$ cat config.mk
export PLATFORM = sky130hd
export DESIGN_NAME = sibw_target
export DESIGN_NICKNAME = d
export VERILOG_FILES = /design/src/design/sibw_pkg.sv /design/src/design/sibw_target.sv
export SDC_FILE = /design/constraint.sdc
export NUM_CORES = 1
export LEC_CHECK = 0
export BUFFER_PORTS_ARGS = -buffer_cell sky130_fd_sc_hd__buf_4
export CAP_MARGIN = 0
export CORE_MARGIN = 2
export CORE_UTILIZATION = 59
export DETAILED_ROUTE_END_ITERATION = 12
export GPL_TIMING_DRIVEN = 0
export PLACE_DENSITY = 0.86
export SKIP_LAST_GASP = 1
export SLEW_MARGIN = 5
export SYNTH_ARGS = -nofsm -noshare
export SYNTH_HDL_FRONTEND = slang
export SYNTH_SLANG_ARGS = --single-unit
export TNS_END_PERCENT = 5
$ cat constraint.sdc
create_clock -name clk -period 2.7 [get_ports clk]
set_input_delay 0.405 -clock clk [delete_from_list [all_inputs] [get_ports clk]]
set_output_delay 0.405 -clock clk [all_outputs]
set_load 0.03 [all_outputs]
$ cat src/design/sibw_pkg.sv
package sibw_pkg;
	localparam int REG_COUNT = 4;
	localparam int IDX_W = 8;
	localparam logic [7:0] REF_CTRL_IDX = 8'h03;
	localparam logic [7:0] REF_CTRL_RESET = 8'h5f;
	localparam int REF_RUN_BIT = 5;
	localparam int EDGE_LSB = 6;
	localparam logic [6:0] ADDR_SEL0 = 7'h68;
	localparam logic [6:0] ADDR_SEL1 = 7'h6a;
	localparam logic [2:0] BIT_LAST = 3'h7;
	localparam logic [7:0] REG_DEFAULT = 8'h00;

	typedef enum logic [2:0] {
		SIBW_IDLE = 3'b000,
		SIBW_ADDR = 3'b001,
		SIBW_INDEX = 3'b011,
		SIBW_COUNT = 3'b010,
		SIBW_DATA = 3'b110,
		SIBW_IGNORE = 3'b111
	} sibw_state_t;
endpackage : sibw_pkg

$ cat src/design/sibw_target.sv
`timescale 1ns/1ps
// What this block does
// Host opens every write with a start condition on the bus.
// Host sends address plus write bit; device acknowledges a matching address.
// Device acknowledges the index byte and loads it as register pointer.
// Device acknowledges the byte count before any data byte.
// Data bytes land in consecutive registers from the index, for count bytes.
// Device acknowledges every data byte separately.
// Host ends the block write with a stop after the last acknowledge.
// Bus address follows the address-select pin level, latched and held.
// Reference control bit 5 keeps reference output running in power-down.
// Reference control value selects reference edge strength; default 0x5f.
// Out-of-range data bytes are acknowledged and dropped, registers untouched.
module sibw_target #(
	parameter int REGS = sibw_pkg::REG_COUNT
) (
	input wire logic clk,
	input wire logic reset_n,
	input wire logic scl_in,
	input wire logic sda_in,
	output logic sda_out,
	output logic sda_oe,
	input wire logic address_select_pin,
	input wire logic power_down,
	output logic ref_output_run,
	output logic differential_clock_output_run,
	output logic [1:0] ref_edge_strength,
	output logic [7:0] ref_control
);
	// Register file index bits; REGS is meant to be a power of two
	localparam int PTR_W = $clog2(REGS);

	typedef struct packed {
		logic [1:0] scl_sync;
		logic [1:0] sda_sync;
		logic [1:0] sel_sync;
		logic scl_prev;
		logic sda_prev;
		logic sel_done;
		logic [1:0] sel_wait;
		logic addr_sel;
		sibw_pkg::sibw_state_t state;
		logic [2:0] bitn;
		logic [7:0] shift;
		logic ack_phase;
		logic ack_drive;
		logic ack_window;
		logic [7:0] ptr;
		logic [7:0] count;
		logic [REGS-1:0][7:0] regs;
	} sibw_st_t;

	sibw_st_t s_reg, s_next;
	logic scl_rise, scl_fall, start_seen, stop_seen;
	logic [7:0] byte_in;
	logic [6:0] my_addr;

	always_comb begin
		scl_rise = s_reg.scl_sync[1] && !s_reg.scl_prev;
		scl_fall = !s_reg.scl_sync[1] && s_reg.scl_prev;
		start_seen = s_reg.scl_sync[1] && s_reg.scl_prev && s_reg.sda_prev && !s_reg.sda_sync[1];
		stop_seen = s_reg.scl_sync[1] && s_reg.scl_prev && !s_reg.sda_prev && s_reg.sda_sync[1];
		byte_in = {s_reg.shift[6:0], s_reg.sda_sync[1]};
		my_addr = s_reg.addr_sel ? sibw_pkg::ADDR_SEL1 : sibw_pkg::ADDR_SEL0;
	end

	always_comb begin
		s_next = s_reg;
		s_next.scl_sync = {s_reg.scl_sync[0], scl_in};
		s_next.sda_sync = {s_reg.sda_sync[0], sda_in};
		s_next.sel_sync = {s_reg.sel_sync[0], address_select_pin};
		s_next.scl_prev = s_reg.scl_sync[1];
		s_next.sda_prev = s_reg.sda_sync[1];
		// The pin is taken once the synchroniser holds it, then frozen so a moving
		// pin cannot retarget the device; there is no power-good input to wait on
		s_next.sel_wait = {s_reg.sel_wait[0], 1'b1};
		if (!s_reg.sel_done && s_reg.sel_wait[1]) begin
			s_next.sel_done = 1'b1;
			s_next.addr_sel = s_reg.sel_sync[1];
		end
		if (start_seen) begin
			s_next.state = sibw_pkg::SIBW_ADDR;
			s_next.bitn = '0;
			s_next.ack_phase = 1'b0;
			s_next.ack_drive = 1'b0;
			s_next.ack_window = 1'b0;
		end else if (stop_seen) begin
			s_next.state = sibw_pkg::SIBW_IDLE;
			s_next.ack_phase = 1'b0;
			s_next.ack_drive = 1'b0;
			s_next.ack_window = 1'b0;
		end else if (s_reg.state != sibw_pkg::SIBW_IDLE && s_reg.state != sibw_pkg::SIBW_IGNORE) begin
			if (scl_rise && !s_reg.ack_phase) begin
				s_next.shift = byte_in;
				s_next.bitn = s_reg.bitn + 3'h1;
			end
			// Ninth bit is the ack slot: first fall opens the drive, second fall ends it
			if (scl_fall && s_reg.ack_phase) begin
				if (s_reg.ack_window) begin
					s_next.ack_window = 1'b0;
					s_next.ack_drive = 1'b0;
					s_next.ack_phase = 1'b0;
				end else if (s_reg.ack_drive) begin
					s_next.ack_window = 1'b1;
				end else begin
					s_next.ack_phase = 1'b0;
				end
			end
			// Byte complete on the eighth rise; the ack slot follows
			if (scl_rise && !s_reg.ack_phase && s_reg.bitn == sibw_pkg::BIT_LAST) begin
				s_next.ack_phase = 1'b1;
				case (s_reg.state)
					sibw_pkg::SIBW_ADDR: begin
						if (byte_in[7:1] == my_addr && !byte_in[0]) begin
							s_next.ack_drive = 1'b1;
							s_next.state = sibw_pkg::SIBW_INDEX;
						end else begin
							s_next.ack_phase = 1'b0;
							s_next.state = sibw_pkg::SIBW_IGNORE;
						end
					end
					sibw_pkg::SIBW_INDEX: begin
						s_next.ack_drive = 1'b1;
						s_next.ptr = byte_in;
						s_next.state = sibw_pkg::SIBW_COUNT;
					end
					sibw_pkg::SIBW_COUNT: begin
						s_next.ack_drive = 1'b1;
						s_next.count = byte_in;
						s_next.state = sibw_pkg::SIBW_DATA;
					end
					sibw_pkg::SIBW_DATA: begin
						s_next.ack_drive = 1'b1;
						if (s_reg.count != '0) begin
							if (s_reg.ptr < 8'(REGS))
								s_next.regs[s_reg.ptr[PTR_W-1:0]] = byte_in;
							s_next.ptr = s_reg.ptr + 8'h01;
							s_next.count = s_reg.count - 8'h01;
						end
					end
					default: s_next.state = sibw_pkg::SIBW_IGNORE;
				endcase
			end
		end
	end

	always_ff @(posedge clk or negedge reset_n) begin
		if (!reset_n) begin
			s_reg <= '0;
			// Line history resets to the idle-high bus so no false edge follows reset
			s_reg.scl_sync <= 2'h3;
			s_reg.sda_sync <= 2'h3;
			s_reg.scl_prev <= 1'b1;
			s_reg.sda_prev <= 1'b1;
			s_reg.regs[sibw_pkg::REF_CTRL_IDX[PTR_W-1:0]] <= sibw_pkg::REF_CTRL_RESET;
		end else begin
			s_reg <= s_next;
		end
	end

	// Only low is ever driven; the bus pull-up supplies the high level
	always_comb begin
		sda_out = 1'b0;
		sda_oe = s_reg.ack_window;
		ref_control = s_reg.regs[sibw_pkg::REF_CTRL_IDX[PTR_W-1:0]];
		ref_edge_strength = ref_control[sibw_pkg::EDGE_LSB +: 2];
		ref_output_run = !power_down || ref_control[sibw_pkg::REF_RUN_BIT];
		differential_clock_output_run = !power_down;
	end

	// Frame control
	stop_idle_a: assert property (@(posedge clk) disable iff (!reset_n)
		stop_seen |=> s_reg.state == sibw_pkg::SIBW_IDLE)
		else $error("stop not idling");
	start_addr_a: assert property (@(posedge clk) disable iff (!reset_n)
		start_seen |=> s_reg.state == sibw_pkg::SIBW_ADDR)
		else $error("start missed");
	addr_hold_a: assert property (@(posedge clk) disable iff (!reset_n)
		s_reg.sel_done |=> $stable(s_reg.addr_sel))
		else $error("address moved");
	addr_miss_a: assert property (@(posedge clk) disable iff (!reset_n)
		scl_rise && !s_reg.ack_phase && s_reg.state == sibw_pkg::SIBW_ADDR
		&& s_reg.bitn == sibw_pkg::BIT_LAST && byte_in[7:1] != my_addr
		|=> s_reg.state == sibw_pkg::SIBW_IGNORE && !s_reg.ack_phase)
		else $error("foreign address taken");
	index_ack_a: assert property (@(posedge clk) disable iff (!reset_n)
		scl_rise && !s_reg.ack_phase && s_reg.state == sibw_pkg::SIBW_INDEX
		&& s_reg.bitn == sibw_pkg::BIT_LAST
		|=> s_reg.ack_drive && s_reg.state == sibw_pkg::SIBW_COUNT)
		else $error("index not acked");
	index_load_a: assert property (@(posedge clk) disable iff (!reset_n)
		$past(s_reg.state) == sibw_pkg::SIBW_INDEX && s_reg.state == sibw_pkg::SIBW_COUNT
		|-> s_reg.ptr == s_reg.shift)
		else $error("index not loaded");
	count_ack_a: assert property (@(posedge clk) disable iff (!reset_n)
		scl_rise && !s_reg.ack_phase && s_reg.state == sibw_pkg::SIBW_COUNT
		&& s_reg.bitn == sibw_pkg::BIT_LAST
		|=> s_reg.ack_drive && s_reg.state == sibw_pkg::SIBW_DATA)
		else $error("count not acked");
	count_load_a: assert property (@(posedge clk) disable iff (!reset_n)
		$past(s_reg.state) == sibw_pkg::SIBW_COUNT && s_reg.state == sibw_pkg::SIBW_DATA
		|-> s_reg.count == s_reg.shift)
		else $error("count not loaded");

	// Data bytes and acknowledge drive
	data_ack_a: assert property (@(posedge clk) disable iff (!reset_n)
		scl_rise && !s_reg.ack_phase && s_reg.state == sibw_pkg::SIBW_DATA
		&& s_reg.bitn == sibw_pkg::BIT_LAST
		|=> s_reg.ack_phase && s_reg.ack_drive)
		else $error("data not acked");
	ptr_step_a: assert property (@(posedge clk) disable iff (!reset_n)
		s_reg.state == sibw_pkg::SIBW_DATA && $past(s_reg.state) == sibw_pkg::SIBW_DATA
		&& s_reg.count != $past(s_reg.count) |-> s_reg.ptr == $past(s_reg.ptr) + 8'h01)
		else $error("pointer step");
	count_stop_a: assert property (@(posedge clk) disable iff (!reset_n)
		s_reg.state == sibw_pkg::SIBW_DATA && s_reg.count == '0 |=> $stable(s_reg.regs))
		else $error("write past count");
	range_keep_a: assert property (@(posedge clk) disable iff (!reset_n)
		s_reg.state == sibw_pkg::SIBW_DATA && s_reg.ptr >= 8'(REGS) |=> $stable(s_reg.regs))
		else $error("out of range write");
	ack_open_a: assert property (@(posedge clk) disable iff (!reset_n)
		scl_fall && s_reg.ack_phase && s_reg.ack_drive && !s_reg.ack_window |=> sda_oe)
		else $error("ack not opened");
	ack_close_a: assert property (@(posedge clk) disable iff (!reset_n)
		scl_fall && s_reg.ack_window |=> !sda_oe)
		else $error("ack held too long");
	ack_low_a: assert property (@(posedge clk) disable iff (!reset_n)
		sda_oe |-> !sda_out && s_reg.ack_phase)
		else $error("ack not low");
	ignore_quiet_a: assert property (@(posedge clk) disable iff (!reset_n)
		s_reg.state == sibw_pkg::SIBW_IGNORE |-> !sda_oe)
		else $error("ignored frame acked");

	// Output control
	ref_run_a: assert property (@(posedge clk) disable iff (!reset_n)
		power_down && !ref_control[sibw_pkg::REF_RUN_BIT] |-> !ref_output_run)
		else $error("ref ran");
	ref_wake_a: assert property (@(posedge clk) disable iff (!reset_n)
		power_down && ref_control[sibw_pkg::REF_RUN_BIT] |-> ref_output_run)
		else $error("ref stopped");
	dif_stop_a: assert property (@(posedge clk) disable iff (!reset_n)
		power_down |-> !differential_clock_output_run)
		else $error("dif ran");
	awake_run_a: assert property (@(posedge clk) disable iff (!reset_n)
		!power_down |-> ref_output_run && differential_clock_output_run)
		else $error("outputs stopped while awake");
endmodule : sibw_target

; ---- Word-level counts from Yosys, hierarchy flattened
; Index checks and enable logic that the tools add are counted.
[totals]
elab_cells = 111
mem_count = 0
latch_bits = 0
regBits = 77
ramBits = 0
romBits = 0
out_inout_bits = 14
input_bits = 6
[classes]
n_mux = 31
n_lt_le_gt_ge = 3
bitwise = 2
reduce_logical = 41
eq_ne = 11
div_mod_pow = 0
mul = 0
addsub = 3
shift = 0
[ops]
columns = cell, n
row1 = $mux W48, 2
row2 = $mux W65, 1
row3 = $mux W32, 2
row4 = $bwmux W32, 1
row5 = $pmux W8 S2, 2
row6 = $mux W11, 2
row7 = $mux W3, 6
row8 = $demux W8 S2, 1
row9 = $logic_and A1 B1 Y1, 14
row10 = $pmux W3 S4, 1
row11 = $reduce_and A6 Y1, 2
row12 = $reduce_bool A3 Y1, 4
row13 = $reduce_and A3 Y1, 3
row14 = $add A8 B1 Y8 const B, 1
row15 = $lt A8 B3 Y1 const B, 1
row16 = $mux W1, 8
row17 = $mux W8, 1
row18 = $reduce_bool A2 Y1, 4
row19 = $reduce_bool A8 Y1, 1
row20 = $sub A8 B1 Y8 const B, 1
row21 = $eq A7 B7 Y1, 1
row22 = $logic_not A1 Y1, 7
row23 = $reduce_and A7 Y1, 1
row24 = $eq A3 B2 Y1 const B, 2
row25 = 17 further kinds, 22

; ---- Longest topological paths before layout
; Gate-level depths: netlist (run 1).
[depth]
depth_word = 12
mapped_depth = 7
depth_no_buf = 6

; ---- Worst setup path before layout (run 1)
; OpenSTA, ideal clock, no wires.
[synth_timing]
kind = register to register
start = register s_reg[32] in the netlist's numbering
end = register s_reg[40] in the netlist's numbering
synth_period_minus_slack_ns = 1.903
path_stages_with_launch = 8
setup_time_ns = 0.125
n_path_buf = 1
t_arrival_ns = 1.778
slack_ns = 0.797
required_ns = 2.575
cell_sequence = dfrtp_1 -> inv_1 -> ha_1 -> nor3b_2 -> a211o_1 -> a21o_1 -> buf_6 -> mux2_4
[synth_between]
elab_chain_len = 3
[synth_lines]
columns = element, line
row1 = "start, declared", sibw_target.sv:53  ; sibw_st_t s_reg, s_next;
row2 = "start signal, assigned", sibw_target.sv:157  ; s_reg <= s_next;
row3 = $reduce_bool A8 Y1, sibw_target.sv:134  ; if (s_reg.count != '0) begin
row4 = $ne A2 B2 Y1 (no line), -
row5 = $reduce_and A6 Y1 (no line), -
; Every way passes these cells.
; A chain may end at the register's enable or synchronous reset.

; ---- Final worst setup path (run 1)
; Ends and elaborated chain as after synthesis.

==> results of run 1 <==
-- layer usage --
metal  vias up  global-route usage
li1        915                   -
met1       952              0.2978
met2        57              0.3728
met3        17             0.04843
met4         0             0.07547
met5         -                   0
-- area by class of cell --
type / instances / area (um2)
Buffer: 20 / 133.9
Clock buffer: 5 / 68.82
Clock inverter: 3 / 22.52
Fill cell: 317 / 1411
Inverter: 16 / 60.06
Multi-Input combinational cell: 150 / 1141
Sequential cell: 52 / 1316
Tap cell: 52 / 65.06
Timing Repair Buffer: 18 / 135.1
-- where the power goes --
| group | total, W | switching (W) | internal, W |
|---|---|---|---|
| Clock | 0.000460 | 0.000273 | 0.000186 |
| Combinational | 0.000320 | 0.000159 | 0.000161 |
| Sequential | 0.000951 | 0.0000873 | 0.000864 |
-- cell families (layout without fill, tap and decap cells) --
logic type | count (synthesis) | in the layout | share of synthesized area
XOR/XNOR | 2 | 2 | 0.006608
adder cells (fa/ha/maj) | 4 | 4 | 0.01888
other | 2 | 2 | 0.002833
multiplexers | 19 | 19 | 0.08306
buffers and inverters | 36 | 62 | 0.07315
AND/OR/NAND/NOR | 61 | 61 | 0.1487
AO/OA/AOI/OAI | 62 | 62 | 0.1704
flip-flops | 52 | 52 | 0.4965
-- critical path, delay by kind of cell, from the launching register on --
kind	cells	cell delay [ps]
simple gates	1	420
compound gates	2	500
fa+ha+maj	1	210
mux	1	310
buf+inv	2	220
flops	1	450
-- cells in the final DEF (no fill, tap or decap), drive strengths merged, types with 3 or more instances in the layout --
| cell type | synthesis | final |
|---|---|---|
| inv | 16 | 17 |
| buf | 18 | 36 |
| a21oi | 8 | 8 |
| a221oi | 6 | 6 |
| clkbuf | 2 | 7 |
| mux2 | 18 | 18 |
| a22o | 7 | 7 |
| o21ai | 13 | 13 |
| nor2b | 4 | 4 |
| nor4 | 3 | 3 |
| o22ai | 6 | 6 |
| nand2b | 6 | 6 |
| nor3b | 3 | 3 |
| nand2 | 12 | 12 |
| nor2 | 7 | 7 |
| nor3 | 3 | 3 |
| o31a | 5 | 5 |
| dfstp | 12 | 12 |
| dfrtp | 40 | 40 |
| ha | 4 | 4 |
| o31ai | 3 | 3 |
| nand3 | 8 | 8 |
-- stage by stage --
step,utilization,std cells,cell area (um2),worst slack (ps)
detailed placement,0.6549,308,2851,545.3
finish,0.6759,316,2943,487.1
global route,0.6759,316,2943,352.1
CTS,0.6759,316,2943,515.5
global placement,0.6549,308,2851,595.5
floorplan,-,238,2651,797.3
-- how the worst max path moves through the flow --
stage / from / to / cells past startpoint
after CTS: s_reg[32] / s_reg[40] / 7
after global placement: s_reg[32] / s_reg[40] / 7
after floorplan: s_reg[32] / s_reg[40] / 7
after detailed placement: s_reg[32] / s_reg[40] / 7
final: s_reg[32] / s_reg[40] / 7
after global routing: s_reg[32] / s_reg[40] / 7
==> reports/metrics.csv, run 1 <==
stage;metric;value;unit
worst_setup_path;Crit-path slowest cell;dfrtp_1;
timing;RSZ-0062 raised after global routing;false;
timing;setup TNS;0;ps
drt;WL per Instance;16.80;um
worst_setup_path;CP endpoint kind;flip-flop;
logic_synthesis;synthesis-stage register bit count;52;
worst_setup_path;Worst Path Required;2900;ps
timing;worst hold slack;107.6;ps
logic_synthesis;register area share after synthesis;0.4965;
logic_synthesis;asr flop ratio synth;1.000;
power;PD cells;588.1;nW/um2
drt;met3 routed WL;207;um
placed_design;# port buffers;18;
timing;slew margin rel.;0.5753;
global_route;first-pass GRT wire length;8907;um
cts;Post-CTS Hold Buffers;0;
power;Pwr Total;0.001731;W
timing;Clock Skews;4.714;ps
worst_setup_path;cells along the critical path;inv_1 -> ha_1 -> nor3b_2 -> a211o_1 -> a21o_1 -> buf_6 -> mux2_4;
logic_synthesis;post-synth design cell area;2651;um2
logic_synthesis;Syn Area/Cell;11.14;um2
global_route;grt ovf;0;
power;maximum vdd drop;0.0004727;V
logic_synthesis;Syn Nets;248;
finish;fin nets;273;
run_status;status;complete, no violations;
cts;TritonCTS sink count;52;
worst_setup_path;max incr delay on CP;450;ps
drt;Total Wirelength;5308;um
timing;Tmin final;2213;ps
drt;wire length on met1;2325;um
cts;Setup Fix Bufs, Post-CTS;0;
logic_synthesis;most common cell in the synthesized netlist;dfrtp_1;
worst_setup_path;r2r startpoint;s_reg[32];
cts;CTS max path bufs;2;
floorplanning;row count;24;
placed_design;gpl congestion;0.8828;
global_route;vias in the first global route;1786;
drt;met2 wire len;2636;um
logic_synthesis;post-synthesis cell count;238;
drt;drt pass-1 iters;4;
logic_synthesis;commonest register cell after synthesis;dfrtp_1;
cts;Root Buffer;clkbuf_8;
logic_synthesis;leading area contributor after synthesis;dfrtp_1;
drt;DRC viols;0;
cts;Reg clk slew, reported paths;90;ps
floorplanning;Die X;71.04;um
finish;layout cells sized above 1;0.3182;
global_route;Total GRT Usage;0.2256;
floorplanning;core area;4354;um2
worst_setup_path;startpoint types;flip-flop;
finish;area grow syn2layout;11.00;%
timing;Slew @ Worst Pin;637.0;ps
timing;Final Hold Fails;0;
cts;cts repair resizes;0;
worst_setup_path;path depth of the worst reg2reg path;7;
timing;Max Clk Rate;451.9;MHz
global_route;antenna violations before repair;0;
cts;TritonCTS clock tree;yes;
worst_setup_path;RR Endpoint;s_reg[40];
worst_setup_path;Setup Crit Path Kind;flip-flop to flip-flop;
cts;clk_lat worst skew;310;ps
logic_synthesis;synth top area cells;dfrtp_1 38%, dfstp_2 12%, mux2_2 6.8%;
placed_design;HPWL after detailed placement;3753;um
floorplanning;die area;5046;um2
logic_synthesis;unique cell type count in the Yosys netlist;53;
finish;n_diodes;0;
drt;via/cell ratio;6.142;
worst_setup_path;Critical Path Fanout Max;8;
cts;Num CTS Buffers;5;
worst_setup_path;Worst Path Arrival;2410;ps
drt;DRT iter0 DRCs;122;
timing;period utilization;0.8196;
logic_synthesis;Post-synth top cells;40 x dfrtp_1, 16 x inv_1, 16 x mux2_2;
timing;Slew Limit Fails;0;
power;P_leak;1.344;nW
drt;antenna-violating nets left;0;
worst_setup_path;Reg2Reg Setup Slack;490;ps
floorplanning;I/O pins;20;
drt;uppermost layer routed;met4;
logic_synthesis;Post-synth EDFFs;0;
floorplanning;Initial Util;0.6089;
drt;total number of vias;1941;
logic_synthesis;area fraction of the dominant cell type after synthesis;0.3775;
floorplanning;Die H;71.04;um
timing;Setup-failing EPs final;0;
logic_synthesis;Synth Warn #;0;
worst_hold_path;Min-Delay Path Class;input pin to asynchronous set/reset pin;
run;max cap viols;0;
cts;# H-tree levels;2;
global_route;largest net degree at the start of global routing;53;
(Power assumes the default switching activity.)
==> inputs of run 2 (changes only) <==
Settings changed: ABC_AREA set to 1, CORE_UTILIZATION 59 to 60, PLACE_DENSITY 0.86 to 0.87.
Clock period 2.7 ns to 2.3 ns, I/O delays scaled along.
==> run 2 against run 1 <==
Sequential power up 8%. Global-route usage increased by 0.31 points. Critical path type unchanged. Critical endpoint is now s_reg[38]. Via count up 15%. Utilization grew 1.6 points. Clock skew increased by 0.78 ps. Non-clock buffer count fell by 7. Largest cell class unchanged.
==> reports/metrics.csv, run 2 <==
stage;metric;value;unit
global_route;vias in the first global route;2139;
timing;setup TNS;0;ps
cts;TritonCTS sink count;52;
cts;# H-tree levels;2;
global_route;antenna violations before repair;0;
floorplanning;Die H;71.64;um
drt;DRC viols;0;
worst_setup_path;startpoint types;flip-flop;
finish;n_diodes;0;
floorplanning;I/O pins;20;
finish;final core utilization;0.6921;
cts;Root Buffer;clkbuf_8;
placed_design;HPWL after detailed placement;3843;um
drt;DRT iter0 DRCs;208;
drt;total number of vias;2234;
worst_setup_path;Setup Crit Path Kind;flip-flop to flip-flop;
floorplanning;Die X;71.64;um
run;max cap viols;0;
logic_synthesis;Syn Nets;356;
cts;TritonCTS clock tree;yes;
cts;Setup Fix Bufs, Post-CTS;0;
global_route;Total GRT Usage;0.2287;
floorplanning;die area;5132;um2
placed_design;Inst Count DP;416;
logic_synthesis;Post-synth top cells;128 x nand2_1, 40 x dfrtp_1, 33 x inv_1;
worst_hold_path;Min-Delay Path Class;input pin to asynchronous set/reset pin;
finish;fill count;354;
cts;CTS max path bufs;2;
timing;Setup-failing EPs final;0;
logic_synthesis;most common cell in the synthesized netlist;nand2_1;
global_route;largest net degree at the start of global routing;53;
floorplanning;Initial Util;0.6261;
power;power share of the combinational group;0.136;
finish;area grow syn2layout;10.53;%
drt;via/cell ratio;5.269;
logic_synthesis;Post-synth EDFFs;0;
power;sw frac;0.2927;
power;clock share of power;0.292;
worst_setup_path;RR Endpoint;s_reg[38];
finish;most frequent cells in the layout;128 x nand2_1, 40 x dfrtp_1, 33 x inv_1, 29 x buf_4, 26 x nand3_1;
power;PD cells;596.5;nW/um2
placed_design;gpl congestion;0.9057;
power;P_sw;0.0005298;W
worst_setup_path;CP endpoint kind;flip-flop;
timing;Final Hold Fails;0;
finish;final cell count without fillers;424;
drt;antenna-violating nets left;0;
worst_setup_path;Critical Path Fanout Max;10;
drt;drt pass-1 iters;4;
finish;layout cells sized above 1;0.2151;
timing;RSZ-0062 raised after global routing;false;
drt;WL per Instance;12.41;um
timing;Slew Limit Fails;0;
power;P_leak;1.612;nW
worst_setup_path;path depth of the worst reg2reg path;11;
floorplanning;core area;4384;um2
floorplanning;row count;24;
finish;Reg area;1316;um2
logic_synthesis;post-synth design cell area;2745;um2
global_route;first-pass GRT wire length;9259;um
logic_synthesis;Syn Area/Cell;7.934;um2
logic_synthesis;leading area contributor after synthesis;dfrtp_1;
timing;Clock Skews;5.495;ps
cts;Num CTS Buffers;5;
run_status;status;complete, no violations;
logic_synthesis;unique cell type count in the Yosys netlist;29;
cts;Reg clk slew, reported paths;90;ps
finish;commonest non-fill, non-tap cell in the layout;nand2_1;
worst_setup_path;Worst Path Required;2510;ps
logic_synthesis;synth top area cells;dfrtp_1 36%, nand2_1 18%, dfstp_2 11%;
worst_setup_path;Reg2Reg Setup Slack;490;ps
worst_setup_path;Worst Path Arrival;2030;ps
logic_synthesis;synthesis-stage register bit count;52;
cts;clk_lat worst skew;310;ps
timing;period utilization;0.7888;
logic_synthesis;asr flop ratio synth;1.000;
timing;Slew @ Worst Pin;622.4;ps
power;maximum vdd drop;0.0006450;V
drt;Total Wirelength;5263;um
logic_synthesis;post-synthesis cell count;346;
global_route;grt ovf;0;
finish;fin nets;381;
placed_design;# port buffers;18;
timing;Tmin final;1814;ps
logic_synthesis;area fraction of the dominant cell type after synthesis;0.3646;
logic_synthesis;Synth Warn #;0;
timing;slew margin rel.;0.5851;
power;sequential share of power;0.572;
worst_setup_path;r2r startpoint;s_reg[32];
logic_synthesis;commonest register cell after synthesis;dfrtp_1;
finish;multi-input logic area;1181;um2
timing;Max Clk Rate;551.2;MHz
cts;cts repair resizes;0;
logic_synthesis;register area share after synthesis;0.4795;
power;Int Pwr;0.001280;W
cts;Post-CTS Hold Buffers;0;
## run 2: changes by cell type after synthesis, sizes merged, moves of 7 or more
cell and delta:
o21ai +19, a22o -7, nand3 +19, mux2 -18, nor2 +16, nand2 +123, inv +23
## run 2: how the worst max path moves through the flow
stage	slack, ps	end	from
2_1_floorplan	790	s_reg[35]	s_reg[32]
6_report	490	s_reg[38]	s_reg[32]
3_5_place_dp	520	s_reg[38]	s_reg[32]
5_1_grt	270	s_reg[40]	s_reg[33]
4_1_cts	500	s_reg[38]	s_reg[32]
3_3_place_gp	570	s_reg[35]	s_reg[32]
## run 2: critical path: stages, from the launching register on
cell,delay (ps)
dfrtp_1,400
inv_1,90
ha_1,250
nand2_1,140
inv_1,80
nand2_1,70
nand2_2,160
nand2_1,110
nand2_2,170
inv_2,110
nand2_1,90
nand2_1,50
## run 2: layer usage
metal | GRT usage | vias to the layer above | share of wire
li1 | - | 1115 | -
met1 | 0.2908 | 1073 | 0.44
met2 | 0.3930 | 36 | 0.51
met3 | 0.04079 | 10 | 0.028
met4 | 0.08176 | 0 | 0.021
met5 | 0 | - | 0
## run 2: power groups by stage
stage / registers, W / clock network [W] / logic [W]
after detailed placement: 0.00105 / 0 / 0.000247
after CTS: 0.00103 / 0.000533 / 0.000249
after global routing: 0.00104 / 0.000569 / 0.000285
final: 0.00103 / 0.000529 / 0.000246
after floorplan: 0.00104 / 0 / 0.000178
after global placement: 0.00105 / 0 / 0.000239
## run 2: cell families after synthesis
| family | after synthesis | synth area share |
|---|---|---|
| xor gates and xnor gates | 6 | 0.01915 |
| buffers and inverters | 52 | 0.09025 |
| AOI/OAI and AO/OA | 38 | 0.08113 |
| and+or+nand+nor | 192 | 0.3090 |
| other | 2 | 0.002736 |
| DFF | 52 | 0.4795 |
| adders and majority gates | 4 | 0.01823 |
## run 2: cell type report
type                       instances  area share
sequential                        52      0.4338
clock buffer                       6     0.02392
clock inverter                     2    0.005361
inverter                          39     0.04907
timing repair buffer              18     0.04454
tap                               52     0.02144
multi-input combinational        242      0.3893
buffer                            13     0.03258
## run 2: metrics by stage
step / setup slack [ps] / hold slack [ps] / area, um2 / power (W)
2_1_floorplan: 791.6 / 49.41 / 2745 / 0.001214
3_3_place_gp: 572.0 / 338.9 / 2945 / 0.001285
3_5_place_dp: 515.8 / 341.1 / 2945 / 0.001300
4_1_cts: 498.6 / 65.16 / 3034 / 0.001818
5_1_grt: 270.2 / 96.05 / 3034 / 0.001897
6_report: 485.8 / 21.67 / 3034 / 0.001810
==> inputs of run 3 (changes only) <==
Settings changed: CORE_UTILIZATION 60 to 54, PLACE_DENSITY 0.87 to 0.84.
Clock period 2.3 ns to 1.6 ns, I/O delays scaled along.
==> run 3 against run 2 <==
The flow now finishes with violations (setup timing). Clock-buffer cell count unchanged. Wire length up 17%. Sequential share of layout area down 3.6 points. Worst setup slack worse by 530 ps. Critical path type unchanged. Highest routed layer unchanged.
==> reports/metrics.csv, run 3 (same netlist as run 2, synthesis figures left out) <==
stage;metric;value;unit
power;PD cells;844.7;nW/um2
timing;slew margin rel.;0.5677;
timing;Tmin final;1643;ps
global_route;largest net degree at the start of global routing;53;
floorplanning;I/O pins;20;
worst_setup_path;startpoint types;flip-flop;
global_route;vias in the first global route;2303;
worst_setup_path;Bufs and invs on worst path;2;
drt;met3 routed WL;190;um
cts;Num CTS Buffers;5;
run_status;failing checks;setup timing;
finish;most frequent cells in the layout;125 x nand2_1, 39 x dfrtp_1, 39 x buf_4, 30 x inv_1, 24 x nand3_1;
finish;area grow syn2layout;20.65;%
drt;WL per Instance;13.57;um
timing;Slew @ Worst Pin;648.5;ps
finish;post-route cell area;3312;um2
power;P_leak;1.746;nW
global_route;grt ovf;0;
worst_setup_path;Worst Path Required;1820;ps
timing;Clock Skews;4.146;ps
worst_setup_path;CP endpoint kind;flip-flop;
timing;Slew Limit Fails;0;
placed_design;gpl congestion;0.8741;
drt;antenna-violating nets left;0;
drt;Total Wirelength;6162;um
timing;Final Hold Fails;0;
finish;commonest non-fill, non-tap cell in the layout;nand2_1;
floorplanning;Initial Util;0.5699;
worst_setup_path;Critical Path Start;s_next[70];
drt;DRC viols;0;
cts;# H-tree levels;2;
timing;period utilization;1.027;
floorplanning;Die X;75.30;um
floorplanning;die area;5670;um2
worst_setup_path;Top delay family on crit path;simple AND/OR/NAND/NOR gates;
worst_setup_path;Critical Path Fanout Max;5;
placed_design;placed inst area;2964;um2
worst_setup_path;cells along the critical path;inv_2 -> nor2_4 -> nand3_2 -> nor2_4 -> nand3_4 -> buf_12 -> nand2_4 -> o21ai_2;
cts;Reg clk slew, reported paths;90;ps
global_route;first-pass GRT wire length;9680;um
timing;Setup-failing EPs final;8;
finish;final cell count without fillers;454;
worst_hold_path;HP Start;scl_in;
drt;DRT iter0 DRCs;206;
worst_setup_path;Worst Path Arrival;1860;ps
finish;n_diodes;0;
cts;CTS max path bufs;2;
timing;final worst-path setup slack;-42.80;ps
floorplanning;core area;4817;um2
floorplanning;row count;25;
placed_design;Inst Count DP;431;
timing;Max Clk Rate;608.7;MHz
drt;met2 wire len;3258;um
placed_design;HPWL after detailed placement;3877;um
worst_hold_path;Min-Delay Path Class;input pin to flip-flop;
worst_setup_path;most frequent cell on the critical path;nor2_4;
worst_setup_path;Setup Crit Path Kind;flip-flop to flip-flop;
power;maximum vdd drop;0.0007671;V
timing;RSZ-0062 raised after global routing;true;
drt;via/cell ratio;5.236;
run;max cap viols;0;
placed_design;# port buffers;18;
drt;wire length on met1;2594;um
finish;fin nets;396;
worst_setup_path;r2r startpoint;s_next[70];
global_route;Total GRT Usage;0.2219;
cts;TritonCTS sink count;52;
finish;fill count;398;
cts;clk_lat worst skew;310;ps
drt;uppermost layer routed;met4;
worst_setup_path;max incr delay on CP;550;ps
cts;TritonCTS clock tree;yes;
worst_setup_path;Crit-path slowest cell;dfstp_2;
drt;drt pass-1 iters;4;
drt;total number of vias;2377;
global_route;antenna violations before repair;0;
run_status;status;finished with violations;
cts;Root Buffer;clkbuf_8;
floorplanning;Die H;75.30;um
finish;layout cells sized above 1;0.2739;
[run 3: area by class of cell]
type | instances | area [um2] | share of cell area
sequential | 52 | 1318 | 0.3978
clock buffer | 6 | 72.57 | 0.02191
inverter | 39 | 153.9 | 0.04647
buffer | 13 | 107.6 | 0.03249
timing repair buffer | 33 | 287.8 | 0.08689
multi-input combinational | 242 | 1250 | 0.3774
tap | 67 | 83.83 | 0.02531
clock inverter | 2 | 38.79 | 0.01171
[run 3: routing by layer]
| metal | vias to the layer above | GRT usage |
|---|---|---|
| li1 | 1159 | - |
| met1 | 1150 | 0.2694 |
| met2 | 54 | 0.3981 |
| met3 | 14 | 0.03571 |
| met4 | 0 | 0.07992 |
| met5 | - | 0 |
[run 3: what timing repair did]
item	4_1_cts	5_1_grt
endpoints found under the hold margin	40	0
endpoints found under the setup margin	24	32
setup buffers	5	8
resized for setup	9	16
hold buffers	1	0
gates cloned	0	1
pin swaps	3	6
[run 3: path summary, 6_finish.rpt]
check / endpoint / slack, ps / cells past startpoint
max: flip-flop / -40 / 8
min: s_next[76] / 30 / 1
max reg2reg: flip-flop / -40 / 8
min reg2reg: s_reg[72] / 360 / 0
max in group asynchronous: s_reg[63] / 650 / 2
min in group asynchronous: s_reg[45] / 480 / 2
[run 3: power breakdown]
group	total (W)	switching, W	internal, W
combinational	0.000379	0.000259	0.000120
clock	0.000929	0.000455	0.000473
sequential	0.00149	0.0000781	0.00141
total	0.00280	0.000793	0.00200
[run 3: through the flow]
| stage | TNS (ps) | power [W] | util | hold WS (ps) | setup slack, ps |
|---|---|---|---|---|---|
| 2_1_floorplan | 0 | 0.001745 | - | -55.59 | 91.59 |
| 3_3_place_gp | -2061 | 0.001848 | 0.6153 | 303.4 | -139.7 |
| 3_5_place_dp | -3568 | 0.001872 | 0.6153 | 304.5 | -223.0 |
| 4_1_cts | -287.1 | 0.002787 | 0.6587 | 23.42 | -32.54 |
| 5_1_grt | -2157 | 0.002925 | 0.6875 | 14.10 | -110.2 |
| 6_report | -231.0 | 0.002798 | 0.6875 | 25.14 | -42.80 |
[run 3: worst reg2reg max path, stage by stage, from the launching register on]
cell     delay [ps]
dfstp_2         550
inv_2            50
nor2_4          110
nand3_2         110
nor2_4          280
nand3_4         180
buf_12          180
nand2_4          50
o21ai_2          40
